File: config.mk
export PLATFORM = sky130hd
export DESIGN_NAME = phyei_unit
export DESIGN_NICKNAME = d
export VERILOG_FILES = /design/src/phyei_pkg.sv /design/src/phyei_unit.sv /design/src/phyei_latch.sv
export VERILOG_INCLUDE_DIRS = /design/src
export SDC_FILE = /design/constraint.sdc
export NUM_CORES = 1
export LEC_CHECK = 0
export BUFFER_PORTS_ARGS = -buffer_cell sky130_fd_sc_hd__buf_2
export CAP_MARGIN = 20
export CELL_PAD_IN_SITES_DETAIL_PLACEMENT = 0
export CELL_PAD_IN_SITES_GLOBAL_PLACEMENT = 1
export CORE_MARGIN = 4
export CORE_UTILIZATION = 42
export CTS_CLUSTER_SIZE = 12
export DETAILED_ROUTE_END_ITERATION = 8
export HOLD_SLACK_MARGIN = 0.03
export PLACE_DENSITY = 0.86
export SETUP_SLACK_MARGIN = 0.1
export SYNTH_ARGS = -nofsm -noshare
export SYNTH_HDL_FRONTEND = slang
export SYNTH_HIERARCHICAL = 1
export SYNTH_SLANG_ARGS = --single-unit
File: constraint.sdc
create_clock -name core_clk -period 2.8 [get_ports core_clk]
set_input_delay 0.14 -clock core_clk [delete_from_list [all_inputs] [get_ports core_clk]]
set_output_delay 0.14 -clock core_clk [all_outputs]
set_load 0.02 [all_outputs]
File: src/phyei_regs.svh
// Register offsets, field positions and reset values of the event unit
`ifndef PHYEI_REGS_SVH
`define PHYEI_REGS_SVH

`define PHYEI_MASK_OFS   5'h19
`define PHYEI_STAT_OFS   5'h1A
`define PHYEI_MASK_RST   16'h0000
`define PHYEI_STAT_RST   15'h0000
`define PHYEI_RDATA_RST  16'h0000
`define PHYEI_SUM_BIT    15
`define PHYEI_SPD_BIT    14
`define PHYEI_LNK_BIT    13
`define PHYEI_DPX_BIT    12
`define PHYEI_RSV_BIT    6
`define PHYEI_DSH_BIT    2
`define PHYEI_RXE_BIT    0
`define PHYEI_NUM_EVT    15

`endif

File: src/phyei_pkg.sv
// Types shared by the event unit and its users
package phyei_pkg;

	// Raw event pulses, bit 14 down to bit 0 of the status word
	typedef struct packed {
		logic speed_chg;
		logic link_chg;
		logic full_duplex_chg;
		logic an_err;
		logic an_done;
		logic pd_detect;
		logic symbol_err;
		logic fast_link_fail;
		logic rsvd;
		logic ext;
		logic auto_media_sense_chg;
		logic false_carrier;
		logic downshift;
		logic ms_res_err;
		logic rx_err;
	} phyei_evt_t;

	// One management register access, decoded from the serial interface
	typedef struct packed {
		logic [4:0]  addr;
		logic        rd;
		logic        wr;
		logic [15:0] wdata;
	} phyei_req_t;

	// Levels from other PHY registers that qualify events or resets
	typedef struct packed {
		logic       an_enable;
		logic [3:0] adv_8_5;
		logic       rx_er_cext;
		logic       sticky_rst_en;
		logic       sw_reset;
	} phyei_ctl_t;

	// Register state of the top module, apart from status bits 14..0
	typedef struct packed {
		logic [15:0] mask;
		logic        summary;
		logic [15:0] rdata;
		logic        rvalid;
		logic        pin_oe;
		logic        pin_lvl;
	} phyei_state_t;

endpackage

File: src/phyei_unit.sv
// Per-port event interrupt unit: mask, read-clear status and pin drive
//
// What this block does
// Mask register holds one RW enable per event, reset 0, sticky only with sticky-reset enable.
// With mask bit 15 set, interrupt pin follows status bit 15.
// Clearing mask bit 15 only stops the pin; latching continues.
// Host reads status before setting mask bit 15 to drop stale events.
// Status bits read 1 while pending; a read clears returned ones.
// Status bit 15 flags pending; bits 14..0 give the causes.
// Status bits 14..0 follow the fixed event order; bit 6 reads 0.
// Mask bits share status positions; mask bit 6 is plain RW.
// Speed and duplex change events only while autonegotiation enabled.
// Downshift event only when advertisement bits 8..5 are all set.
// No receive error event while decoding carrier extension.
// Host may set masks and poll status without using the pin.
// Sticky-reset enable keeps masks over software reset, else default.
// Summary bit sets on any enabled latched event, clears on read.
`timescale 1ns/1ps
`include "phyei_regs.svh"

module phyei_unit #(
	parameter int NUM_EVT = `PHYEI_NUM_EVT
) (
	input  wire logic                core_clk,
	input  wire logic                nrst,
	input  wire logic                clk_en,
	input  wire phyei_pkg::phyei_evt_t evt,
	input  wire phyei_pkg::phyei_ctl_t ctl,
	input  wire phyei_pkg::phyei_req_t req,
	output logic [15:0]              mgmt_rdata,
	output logic                     mgmt_rvalid,
	output logic                     mgmt_interrupt_pin,
	output logic                     mgmt_interrupt_pin_oe
);

	if (NUM_EVT != $bits(phyei_pkg::phyei_evt_t)) begin : g_chk
		$error("NUM_EVT must match the event struct width");
	end

	phyei_pkg::phyei_state_t st_r;
	phyei_pkg::phyei_state_t st_nxt;

	logic [NUM_EVT-1:0] raw_v;
	logic [NUM_EVT-1:0] qual_v;
	logic [NUM_EVT-1:0] set_v;
	logic [NUM_EVT-1:0] status_q;
	logic               stat_rd;
	logic               mask_wr;
	logic               stat_clr;

	assign raw_v    = NUM_EVT'(evt);
	assign stat_rd  = req.rd && (req.addr == `PHYEI_STAT_OFS);
	assign mask_wr  = req.wr && (req.addr == `PHYEI_MASK_OFS);
	assign stat_clr = stat_rd || ctl.sw_reset;

	// Event qualification by other register settings
	always_comb begin
		qual_v = raw_v;
		qual_v[`PHYEI_SPD_BIT] = raw_v[`PHYEI_SPD_BIT] && ctl.an_enable;
		qual_v[`PHYEI_DPX_BIT] = raw_v[`PHYEI_DPX_BIT] && ctl.an_enable;
		qual_v[`PHYEI_DSH_BIT] = raw_v[`PHYEI_DSH_BIT] && (&ctl.adv_8_5);
		qual_v[`PHYEI_RXE_BIT] = raw_v[`PHYEI_RXE_BIT] && !ctl.rx_er_cext;
		qual_v[`PHYEI_RSV_BIT] = 1'b0;
	end

	// Only enabled events latch, pin or no pin
	assign set_v = qual_v & st_r.mask[NUM_EVT-1:0];

	for (genvar i = 0; i < NUM_EVT; i++) begin : g_evt
		// Read clears whatever it returned; a same-cycle event survives
		phyei_latch u_latch (
			.core_clk (core_clk),
			.nrst     (nrst),
			.clk_en   (clk_en),
			.set      (set_v[i]),
			.clr      (stat_clr),
			.q_r      (status_q[i])
		);
	end

	always_comb begin
		st_nxt        = st_r;
		st_nxt.rvalid = 1'b0;
		st_nxt.pin_lvl = 1'b0;
		if (req.rd) begin
			st_nxt.rvalid = 1'b1;
			if (req.addr == `PHYEI_MASK_OFS) begin
				st_nxt.rdata = st_r.mask;
			end else if (stat_rd) begin
				st_nxt.rdata = {st_r.summary, status_q};
			end else begin
				st_nxt.rdata = `PHYEI_RDATA_RST;
			end
		end
		if (mask_wr) begin
			st_nxt.mask = req.wdata;
		end
		if (ctl.sw_reset && !ctl.sticky_rst_en) begin
			st_nxt.mask = `PHYEI_MASK_RST;
		end
		if (stat_clr) begin
			st_nxt.summary = 1'b0;
		end
		if (|set_v) begin
			st_nxt.summary = 1'b1;
		end
		// Pin pulls low only while enabled and pending
		st_nxt.pin_oe = st_nxt.mask[`PHYEI_SUM_BIT] && st_nxt.summary;
	end

	always_ff @(posedge core_clk or negedge nrst) begin
		if (!nrst) begin
			st_r.mask    <= `PHYEI_MASK_RST;
			st_r.summary <= 1'b0;
			st_r.rdata   <= `PHYEI_RDATA_RST;
			st_r.rvalid  <= 1'b0;
			st_r.pin_oe  <= 1'b0;
			st_r.pin_lvl <= 1'b0;
		end else if (clk_en) begin
			st_r <= st_nxt;
		end
	end

	assign mgmt_rdata            = st_r.rdata;
	assign mgmt_rvalid           = st_r.rvalid;
	assign mgmt_interrupt_pin    = st_r.pin_lvl;
	assign mgmt_interrupt_pin_oe = st_r.pin_oe;
endmodule // phyei_unit

File: src/phyei_latch.sv
// One sticky event flag: set wins over clear
`timescale 1ns/1ps

module phyei_latch (
	input  wire logic core_clk,
	input  wire logic nrst,
	input  wire logic clk_en,
	input  wire logic set,
	input  wire logic clr,
	output logic      q_r
);

	logic q_nxt;

	always_comb begin
		q_nxt = q_r;
		if (clr) begin
			q_nxt = 1'b0;
		end
		if (set) begin
			q_nxt = 1'b1;
		end
	end

	always_ff @(posedge core_clk or negedge nrst) begin
		if (!nrst) begin
			q_r <= 1'b0;
		end else if (clk_en) begin
			q_r <= q_nxt;
		end
	end

endmodule // phyei_latch

[Word-level counts from Yosys, hierarchy flattened]
Cells that the tools add are included.
W data, S select, Z words.
Cells by class
  eq/ne operators: 2
  multiplexer cells: 23
  bitwise gates (word level): 1
  reductions and logical operators: 46
Operators by type and width (number)
  $mux W16: 4
  $reduce_and A2 Y1: 17
  $reduce_bool A2 Y1: 16
  $mux W1: 19
  $and A15 B15 Y15: 1
  $reduce_or A15 Y1: 1
  $eq A5 B5 Y1 const B: 2
  $logic_and A1 B1 Y1: 8
  $reduce_and A4 Y1: 1
  $logic_not A1 Y1: 2
  $logic_or A1 B1 Y1: 1
Storage, ports and cells
  register bits: 50
  input port bits: 49
  output and inout port bits: 19
  logic and storage cells: 93

[Longest topological paths before layout]
Gate-level depths: netlist of the first run.
  depth in word-level cells: 6
  mapped depth: 6
  depth with buffers taken out: 5

[By module]
The synthesis of the first run kept the hierarchy.
By module, submodules not included
  phyei_unit: times used 1, cells each 171, area an instance 1774.2 sq um, seq. area each 875.8 sq um
  phyei_latch: times used 15, cells each 3, area an instance 37.5 sq um, seq. area each 25.0 sq um

[Least setup slack after synthesis of the first run]
No wires, ideal clock.
  path type: register -> register
  start point: register st_r[33] (netlist name)
  end point: register st_r (netlist bit mgmt_interrupt_pin_oe)
  setup time: 0.126 ns
  data arrival time: 1.367 ns
  data required time: 2.674 ns
  path slack: 1.307 ns
  cell stages (with the launch flop): 5
  path buffers: 0
  period minus slack after synthesis: 1.493 ns
  cell sequence: dfrtp_1 > and2_4 > or4_4 > nor4_2 > a2bb2oi_1
On the way
  longest elaborated chain between the ends: 4
Ends and longest elaborated chain
  start: declaration: RTL line phyei_unit.sv:40  | phyei_pkg::phyei_state_t st_r;
  start signal: assignment: RTL line phyei_unit.sv:120  | st_r <= st_nxt;
  $and A15 B15 Y15: RTL line phyei_unit.sv:67  | assign set_v = qual_v & st_r.mask[NUM_EVT-1:0];
  named net set_v[13]: RTL line phyei_unit.sv:45  | logic [NUM_EVT-1:0] set_v;
  $reduce_or A15 Y1: RTL line phyei_unit.sv:104  | if (|set_v) begin
  $mux W1: RTL line phyei_unit.sv:104
  $logic_and A1 B1 Y1: RTL line phyei_unit.sv:108  | st_nxt.pin_oe = st_nxt.mask[`PHYEI_SUM_BIT] && st_nxt.summary;
The timed path passes the listed nets, and every way through them passes these cells.
A chain may end at the register's enable or synchronous reset.

[Worst setup path after layout of the first run]
  start point: register st_r[29] (netlist name)
  end point: register st_r (netlist bit mgmt_interrupt_pin_oe)
Same word-level chain as after synthesis.

==> results of run 1 <==
## flip-flops by register name, indices dropped and copies added (netlist names)
name / count
mgmt_interrupt_pin_oe: 1
g_evt.u_latch/q_r: 15
st_r: 17
mgmt_rvalid: 1
mgmt_rdata: 16
## cells by family after synthesis
| family | share of synthesized area [%] |
|---|---|
| simple gates | 16.5 |
| compound gates | 21.7 |
| flops | 53.5 |
| buf+inv | 7.66 |
| mux | 0.428 |
| other cells | 0.160 |
## stage by stage
| step | instances | total power, W | hold slack [ns] |
|---|---|---|---|
| 3_3_place_gp | 332 | 0.000886 | 0.358 |
| 3_5_place_dp | 332 | 0.000888 | 0.360 |
| 2_1_floorplan | 217 | 0.000819 | -0.156 |
| 5_1_grt | 342 | 0.00137 | 0.0401 |
| 4_1_cts | 340 | 0.00131 | 0.0395 |
| 6_report | 342 | 0.00131 | 0.0470 |
## layout make-up
cell class / count / area, um^2 / area share (%)
Clock buffer: 7 / 86.3 / 3.15
Clock inverter: 1 / 5.00 / 0.183
Inverter: 2 / 7.51 / 0.274
Multi-Input combinational cell: 140 / 911 / 33.2
Sequential cell: 50 / 1250 / 45.6
Tap cell: 70 / 87.6 / 3.19
Timing Repair Buffer: 72 / 393 / 14.3
## power by group through the flow
| stage | Combinational (W) | Sequential [W] | Clock, W |
|---|---|---|---|
| 2_1_floorplan | 0.0000563 | 0.000763 | 0 |
| 3_3_place_gp | 0.000123 | 0.000763 | 0 |
| 3_5_place_dp | 0.000124 | 0.000764 | 0 |
| 4_1_cts | 0.000125 | 0.000749 | 0.000439 |
| 5_1_grt | 0.000142 | 0.000752 | 0.000480 |
| 6_report | 0.000126 | 0.000750 | 0.000429 |
## placed cells by master (no fill, tap or decap), drive strengths merged, types with 3 or more instances in the layout
cell type and instances:
a22o 30, a22oi 16, and2 10, buf 71, clkbuf 7, dfrtp 50
nand2 34, nor2 4, nor3 3, o21ai 18
## synthesized netlist by cell type, types with 2 or more instances
cell type | n | area share, %
a22o_1 | 29 | 11
a22oi_1 | 16 | 5.1
and2_1 | 9 | 2.4
and3_1 | 2 | 0.54
buf_2 | 2 | 0.43
buf_4 | 20 | 6.4
clkbuf_1 | 3 | 0.48
dfrtp_1 | 50 | 54
inv_1 | 2 | 0.32
nand2_1 | 34 | 5.5
nand2b_1 | 2 | 0.54
nand3_1 | 2 | 0.43
nor2_1 | 4 | 0.64
nor2b_1 | 2 | 0.54
nor3_1 | 2 | 0.43
nor4_2 | 2 | 1.1
o21ai_0 | 16 | 3.4
o21ai_1 | 2 | 0.43
## per-layer routing
layer	GRT usage, %	vias to the layer above	part of all wire [%]
met5	0	-	0
met4	5.39	0	0.76
met3	4.01	2	8.2
met2	24.0	71	46
met1	23.5	850	45
li1	-	881	-
## worst max-delay path: cells and delay by family, from the launching register on
family / cells / cell delay (ns)
AO/OA/AOI/OAI: 1 / 0.09
flip-flops: 1 / 0.41
AND/OR/NAND/NOR: 3 / 0.98
## worst max-delay path by stage
stage	from	cells after the start	end	slack, ns
2_1_floorplan	st_r[33]	4	mgmt_interrupt_pin_oe	1.31
3_3_place_gp	clk_en	5	mgmt_rdata[10]	1.07
3_5_place_dp	clk_en	5	mgmt_rdata[6]	1.04
4_1_cts	st_r[29]	4	mgmt_interrupt_pin_oe	1.20
5_1_grt	st_r[30]	4	mgmt_interrupt_pin_oe	1.08
6_report	st_r[29]	4	mgmt_interrupt_pin_oe	1.21
==> impl_metrics.toml, run 1 <==
[die]
die_h_um = 82.6
coreArea_um2 = 5240
ios = 68
dieArea_um2 = 6820
rows = 26
die_w_um = 82.6
start_util_pct = 44.6

[power]
internal_power_w = 0.000994
clkPwrFrac_pct = 32.9
vdd_drop_max_mv = 0.176
switching_share_pct = 23.9
combPwrFrac_pct = 9.7
seqPwrFrac_pct = 57.4
p_sw_w = 0.000312
p_leak_nw = 1.39
p_per_area_nw_per_um2 = 476

[critical_path]
path_class = "flop to flop"
start_kind = "flop"
reg2reg_depth = 4
r2r_start = "st_r[29]"
rrSetupSlack_ns = 1.21
crit_path_max_fanout = 3
crit_path_end_kind = "flop"
path_cells = "and2_1, or4_1, nor4_2, a2bb2oi_1"
timing.rr.end = "mgmt_interrupt_pin_oe"
slowest_stage = "or4_1"
required_ns = 2.99
cp_slowest_stage_delay_ns = 0.58
cp.arrival_ns = 1.78

[clocking]
cts_hold_buffers = 0
cts_resized = 0
clock_path_buffers = 2
clk_pin_slew_worst_paths_ns = 0.09
cts_sinks = 50
numCtsBuffers = 5
clk_latency_ns = 0.30
cts_tree = "built"
clock-root-buffer = "clkbuf_8"
cts_setup_buffers = 0
htreeDepth = 2

[synthesis]
synth_cell_types = 35
syn_inst = 216
yosys_most_used_dff = "dfrtp_1"
synth_edf_count = 0
netlist_area_um2 = 2340
yosysSeqAreaShare_pct = 53.5
async_flop_share_pct = 100
synth.avg_cell_area_um2 = 10.8
synth_seq_cells = 50
synth_warnings = 6

[placed_design]
hpwl_mm = 3.73
portBuffers = 65
place_area_um2 = 2620
gp_congestion = 0.817
place_ws_ns = 1.04

[sta]
worstMarginPinSlew_ns = 0.950
rsz0062_at_grt = "false"
finalSetupViolCount = 0
clock_skew_ns = 0.00694
drv_slew = 0
fin_setup_tns_ns = 0
max_freq_mhz = 629
hold_violations = 0
period_minus_slack_ns = 1.59
fin_ws_ns = 1.21
maxSlewHeadroom_pct = 36.5
finalCritPeriodShare_pct = 56.7

[grt]
grt_start_max_net_pins = 51
grt_pass1_wl_mm = 8.14
grt_overflow = 0
track_usage_pct = 16.3
grt_pass1_vias = 1662
antenna_found_initial = 0

[outcome]
status = "complete, no violations"

[routing]
drt.antenna.violating_nets = 0
via_per_inst = 5.27
initialDrtViolationCount = 95
routedWlPerCell_um = 15.4
drtPass1Iterations = 4
drc = 0
totalWireLength_mm = 5.26
vias = 1804

[flow_run]
drv_cap = 0

[cells_and_area]
area_growth_pct = 17.3
n_fill_cell = 482
fin_util_pct = 52.3
num-nets-final = 320
layout-drive-gt1-share_pct = 32.0
final_area_um2 = 2740
antenna_cells = 0

[min_path]
hp-start = "req[9]"
hold_end = "st_r[29]"
holdPathStages = 2
min_path_type = "primary input to flop"
Note: power is estimated with default switching activity, not from simulation.
==> run 2, diff against run 1 <==
ABC_AREA = 1   (was unset)
CORE_UTILIZATION = 38   (was 42)
PLACE_DENSITY = 0.81   (was 0.86)
clock period = 1.6 ns   (was 2.8 ns; I/O delays follow)
==> run 2 against run 1 <==
Non-clock buffer count grew 15. Worst hold slack gained 0.033 ns. Combinational power grew to 3.5 times the previous value. Critical path depth grew 4. Final area grew 14%. Global-route usage grew 0.36 points. Clock skew grew 0.0038 ns. Synthesized area grew 11%. First-iteration DRC count grew 35%.
==> impl_metrics.toml, run 2 <==
[clocking]
cts_tree = "built"
clock_path_buffers = 2
clock-root-buffer = "clkbuf_8"
clk_latency_ns = 0.30
cts_sinks = 50
numCtsBuffers = 5
cts_resized = 0
cts_setup_buffers = 0
htreeDepth = 2
clk_pin_slew_worst_paths_ns = 0.09

[critical_path]
rrSetupSlack_ns = 0.34
timing.rr.end = "mgmt_interrupt_pin_oe"
path_cells = "nand2_1, nand2_1, nor2_1, nand2_1, nor2_1, nand3_1, nand2_1, nand2_1"
r2r_start = "st_r[30]"
cpMostUsedCell = "nand2_1"
crit_path_end_kind = "flop"
start_kind = "flop"
critPathTopFamily = "simple AND/OR/NAND/NOR gates"
reg2reg_depth = 8
required_ns = 1.79
startpoint = "st_r[30]"
path_class = "flop to flop"
crit_path_max_fanout = 3
slowest_stage = "dfrtp_1"
critical_path_buf_inv_count = 0
cp.arrival_ns = 1.45
cp_slowest_stage_delay_ns = 0.41

[cells_and_area]
mostFrequentLayoutCell = "nand2_1"
largest_reg_flops = 17
fin_cells = 474
layout-drive-gt1-share_pct = 25.7
fin_util_pct = 48.3
top_register = "st_r"
seqCellArea_um2 = 1250
area_growth_pct = 20.8
num-nets-final = 445
n_fill_cell = 674
final_cell_mix = "nand2_1, buf_2, dfrtp_1"
antenna_cells = 0
multi_input_area_um2 = 997

[die]
coreArea_um2 = 6460
die_h_um = 90.5
rows = 29
dieArea_um2 = 8180
start_util_pct = 40.0
ios = 68
die_w_um = 90.5

[routing]
drt.antenna.violating_nets = 0
routedWlPerCell_um = 13.1
drtPass1Iterations = 4
drc = 0
totalWireLength_mm = 6.22
initialDrtViolationCount = 128
via_per_inst = 4.69
vias = 2224

[min_path]
holdPathStages = 5
hold_end = "g_evt[13].u_latch/q_r"
hp-start = "evt[13]"
min_path_type = "primary input to flop"

[synthesis]
netlist_area_um2 = 2580
synth_warnings = 6
synth.avg_cell_area_um2 = 7.93
synth_seq_cells = 50
synth_cell_types = 22
yosysTopAreaCellShare_pct = 48.4
yosysSeqAreaShare_pct = 48.4
yosys_most_used_dff = "dfrtp_1"
synth_top_cell_by_area = "dfrtp_1"
async_flop_share_pct = 100
yosysMostFrequentCell = "nand2_1"
synth_commonest_cells = "nand2_1, dfrtp_1, a21oi_1, inv_1, nor2_1"
synth.area.top_cells = "dfrtp_1, nand2_1, a21oi_1"
syn_inst = 326
synth_edf_count = 0

[sta]
hold_slack_ns = 0.0797
worstMarginPinSlew_ns = 0.649
rsz0062_at_grt = "false"
period_minus_slack_ns = 1.26
drv_slew = 0
clock_skew_ns = 0.0107
hold_violations = 0
maxSlewHeadroom_pct = 56.7
fin_setup_tns_ns = 0
finalCritPeriodShare_pct = 78.7
finalSetupViolCount = 0
max_freq_mhz = 794

[placed_design]
hpwl_mm = 4.28
portBuffers = 65
dp.cells = 450
gp_congestion = 0.782

[outcome]
status = "complete, no violations"

[grt]
grt_pass1_wl_mm = 11.1
grt_pass1_vias = 2343
track_usage_pct = 16.7
antenna_found_initial = 0
grt_overflow = 0
grt_start_max_net_pins = 51

[power]
p_leak_nw = 1.76
p_per_area_nw_per_um2 = 870
vdd_drop_max_mv = 0.391
total_power_w = 0.00271

[flow_run]
drv_cap = 0
==> run 2: repair_timing <==
action	4_1_cts	5_1_grt
hold endpoints to repair	65	0
hold buffers	16	0
endpoints found under the setup margin	0	0
==> run 2: power by group <==
part	leakage [nW]	switching (W)	internal, W	total (W)
Sequential	0.661	0.0000459	0.00134	0.00139
Clock	0.0514	0.000417	0.000467	0.000884
Combinational	1.05	0.000273	0.000172	0.000445
==> run 2: cell type report <==
cell class | instances | area share (%)
Timing Repair Buffer | 87 | 17.0
Sequential cell | 50 | 40.1
Inverter | 36 | 4.33
Clock inverter | 2 | 1.20
Clock buffer | 6 | 2.33
Tap cell | 77 | 3.09
Multi-Input combinational cell | 216 | 32.0
==> run 2: how the worst max path moves through the flow <==
stage | end | slack (ns) | cells after the start
2_1_floorplan | mgmt_interrupt_pin_oe | 0.61 | 8
3_3_place_gp | st_r[25] | 0.30 | 7
3_5_place_dp | st_r[29] | 0.27 | 7
4_1_cts | mgmt_interrupt_pin_oe | 0.35 | 8
5_1_grt | mgmt_interrupt_pin_oe | 0.23 | 8
6_report | mgmt_interrupt_pin_oe | 0.34 | 8
==> run 2: per-layer routing <==
layer / share of wire (%) / GRT usage, %
met2: 52 / 29.7
met3: 4.0 / 2.83
met4: 1.1 / 4.59
met5: 0 / 0
met1: 43 / 20.7
==> run 2: through the flow <==
step	area [um^2]	setup slack [ns]
floorplan	2590	0.609
global placement	2850	0.297
detailed placement	2850	0.271
CTS	3120	0.346
global route	3120	0.235
finish	3120	0.340
==> run 2: kinds of logic after synthesis <==
logic type	Yosys count	share of synthesized area [%]
DFF	50	48.4
AOI/OAI and AO/OA	50	11.4
other	1	0.145
buffers and inverters	61	13.1
and+or+nand+nor	164	26.9
==> run 2: tightest hold or removal path: stages <==
cell and delay, ns:
buf_2 0.08, nand2_1 0.05, inv_1 0.05, nand2_1 0.04, nand2_1 0.05
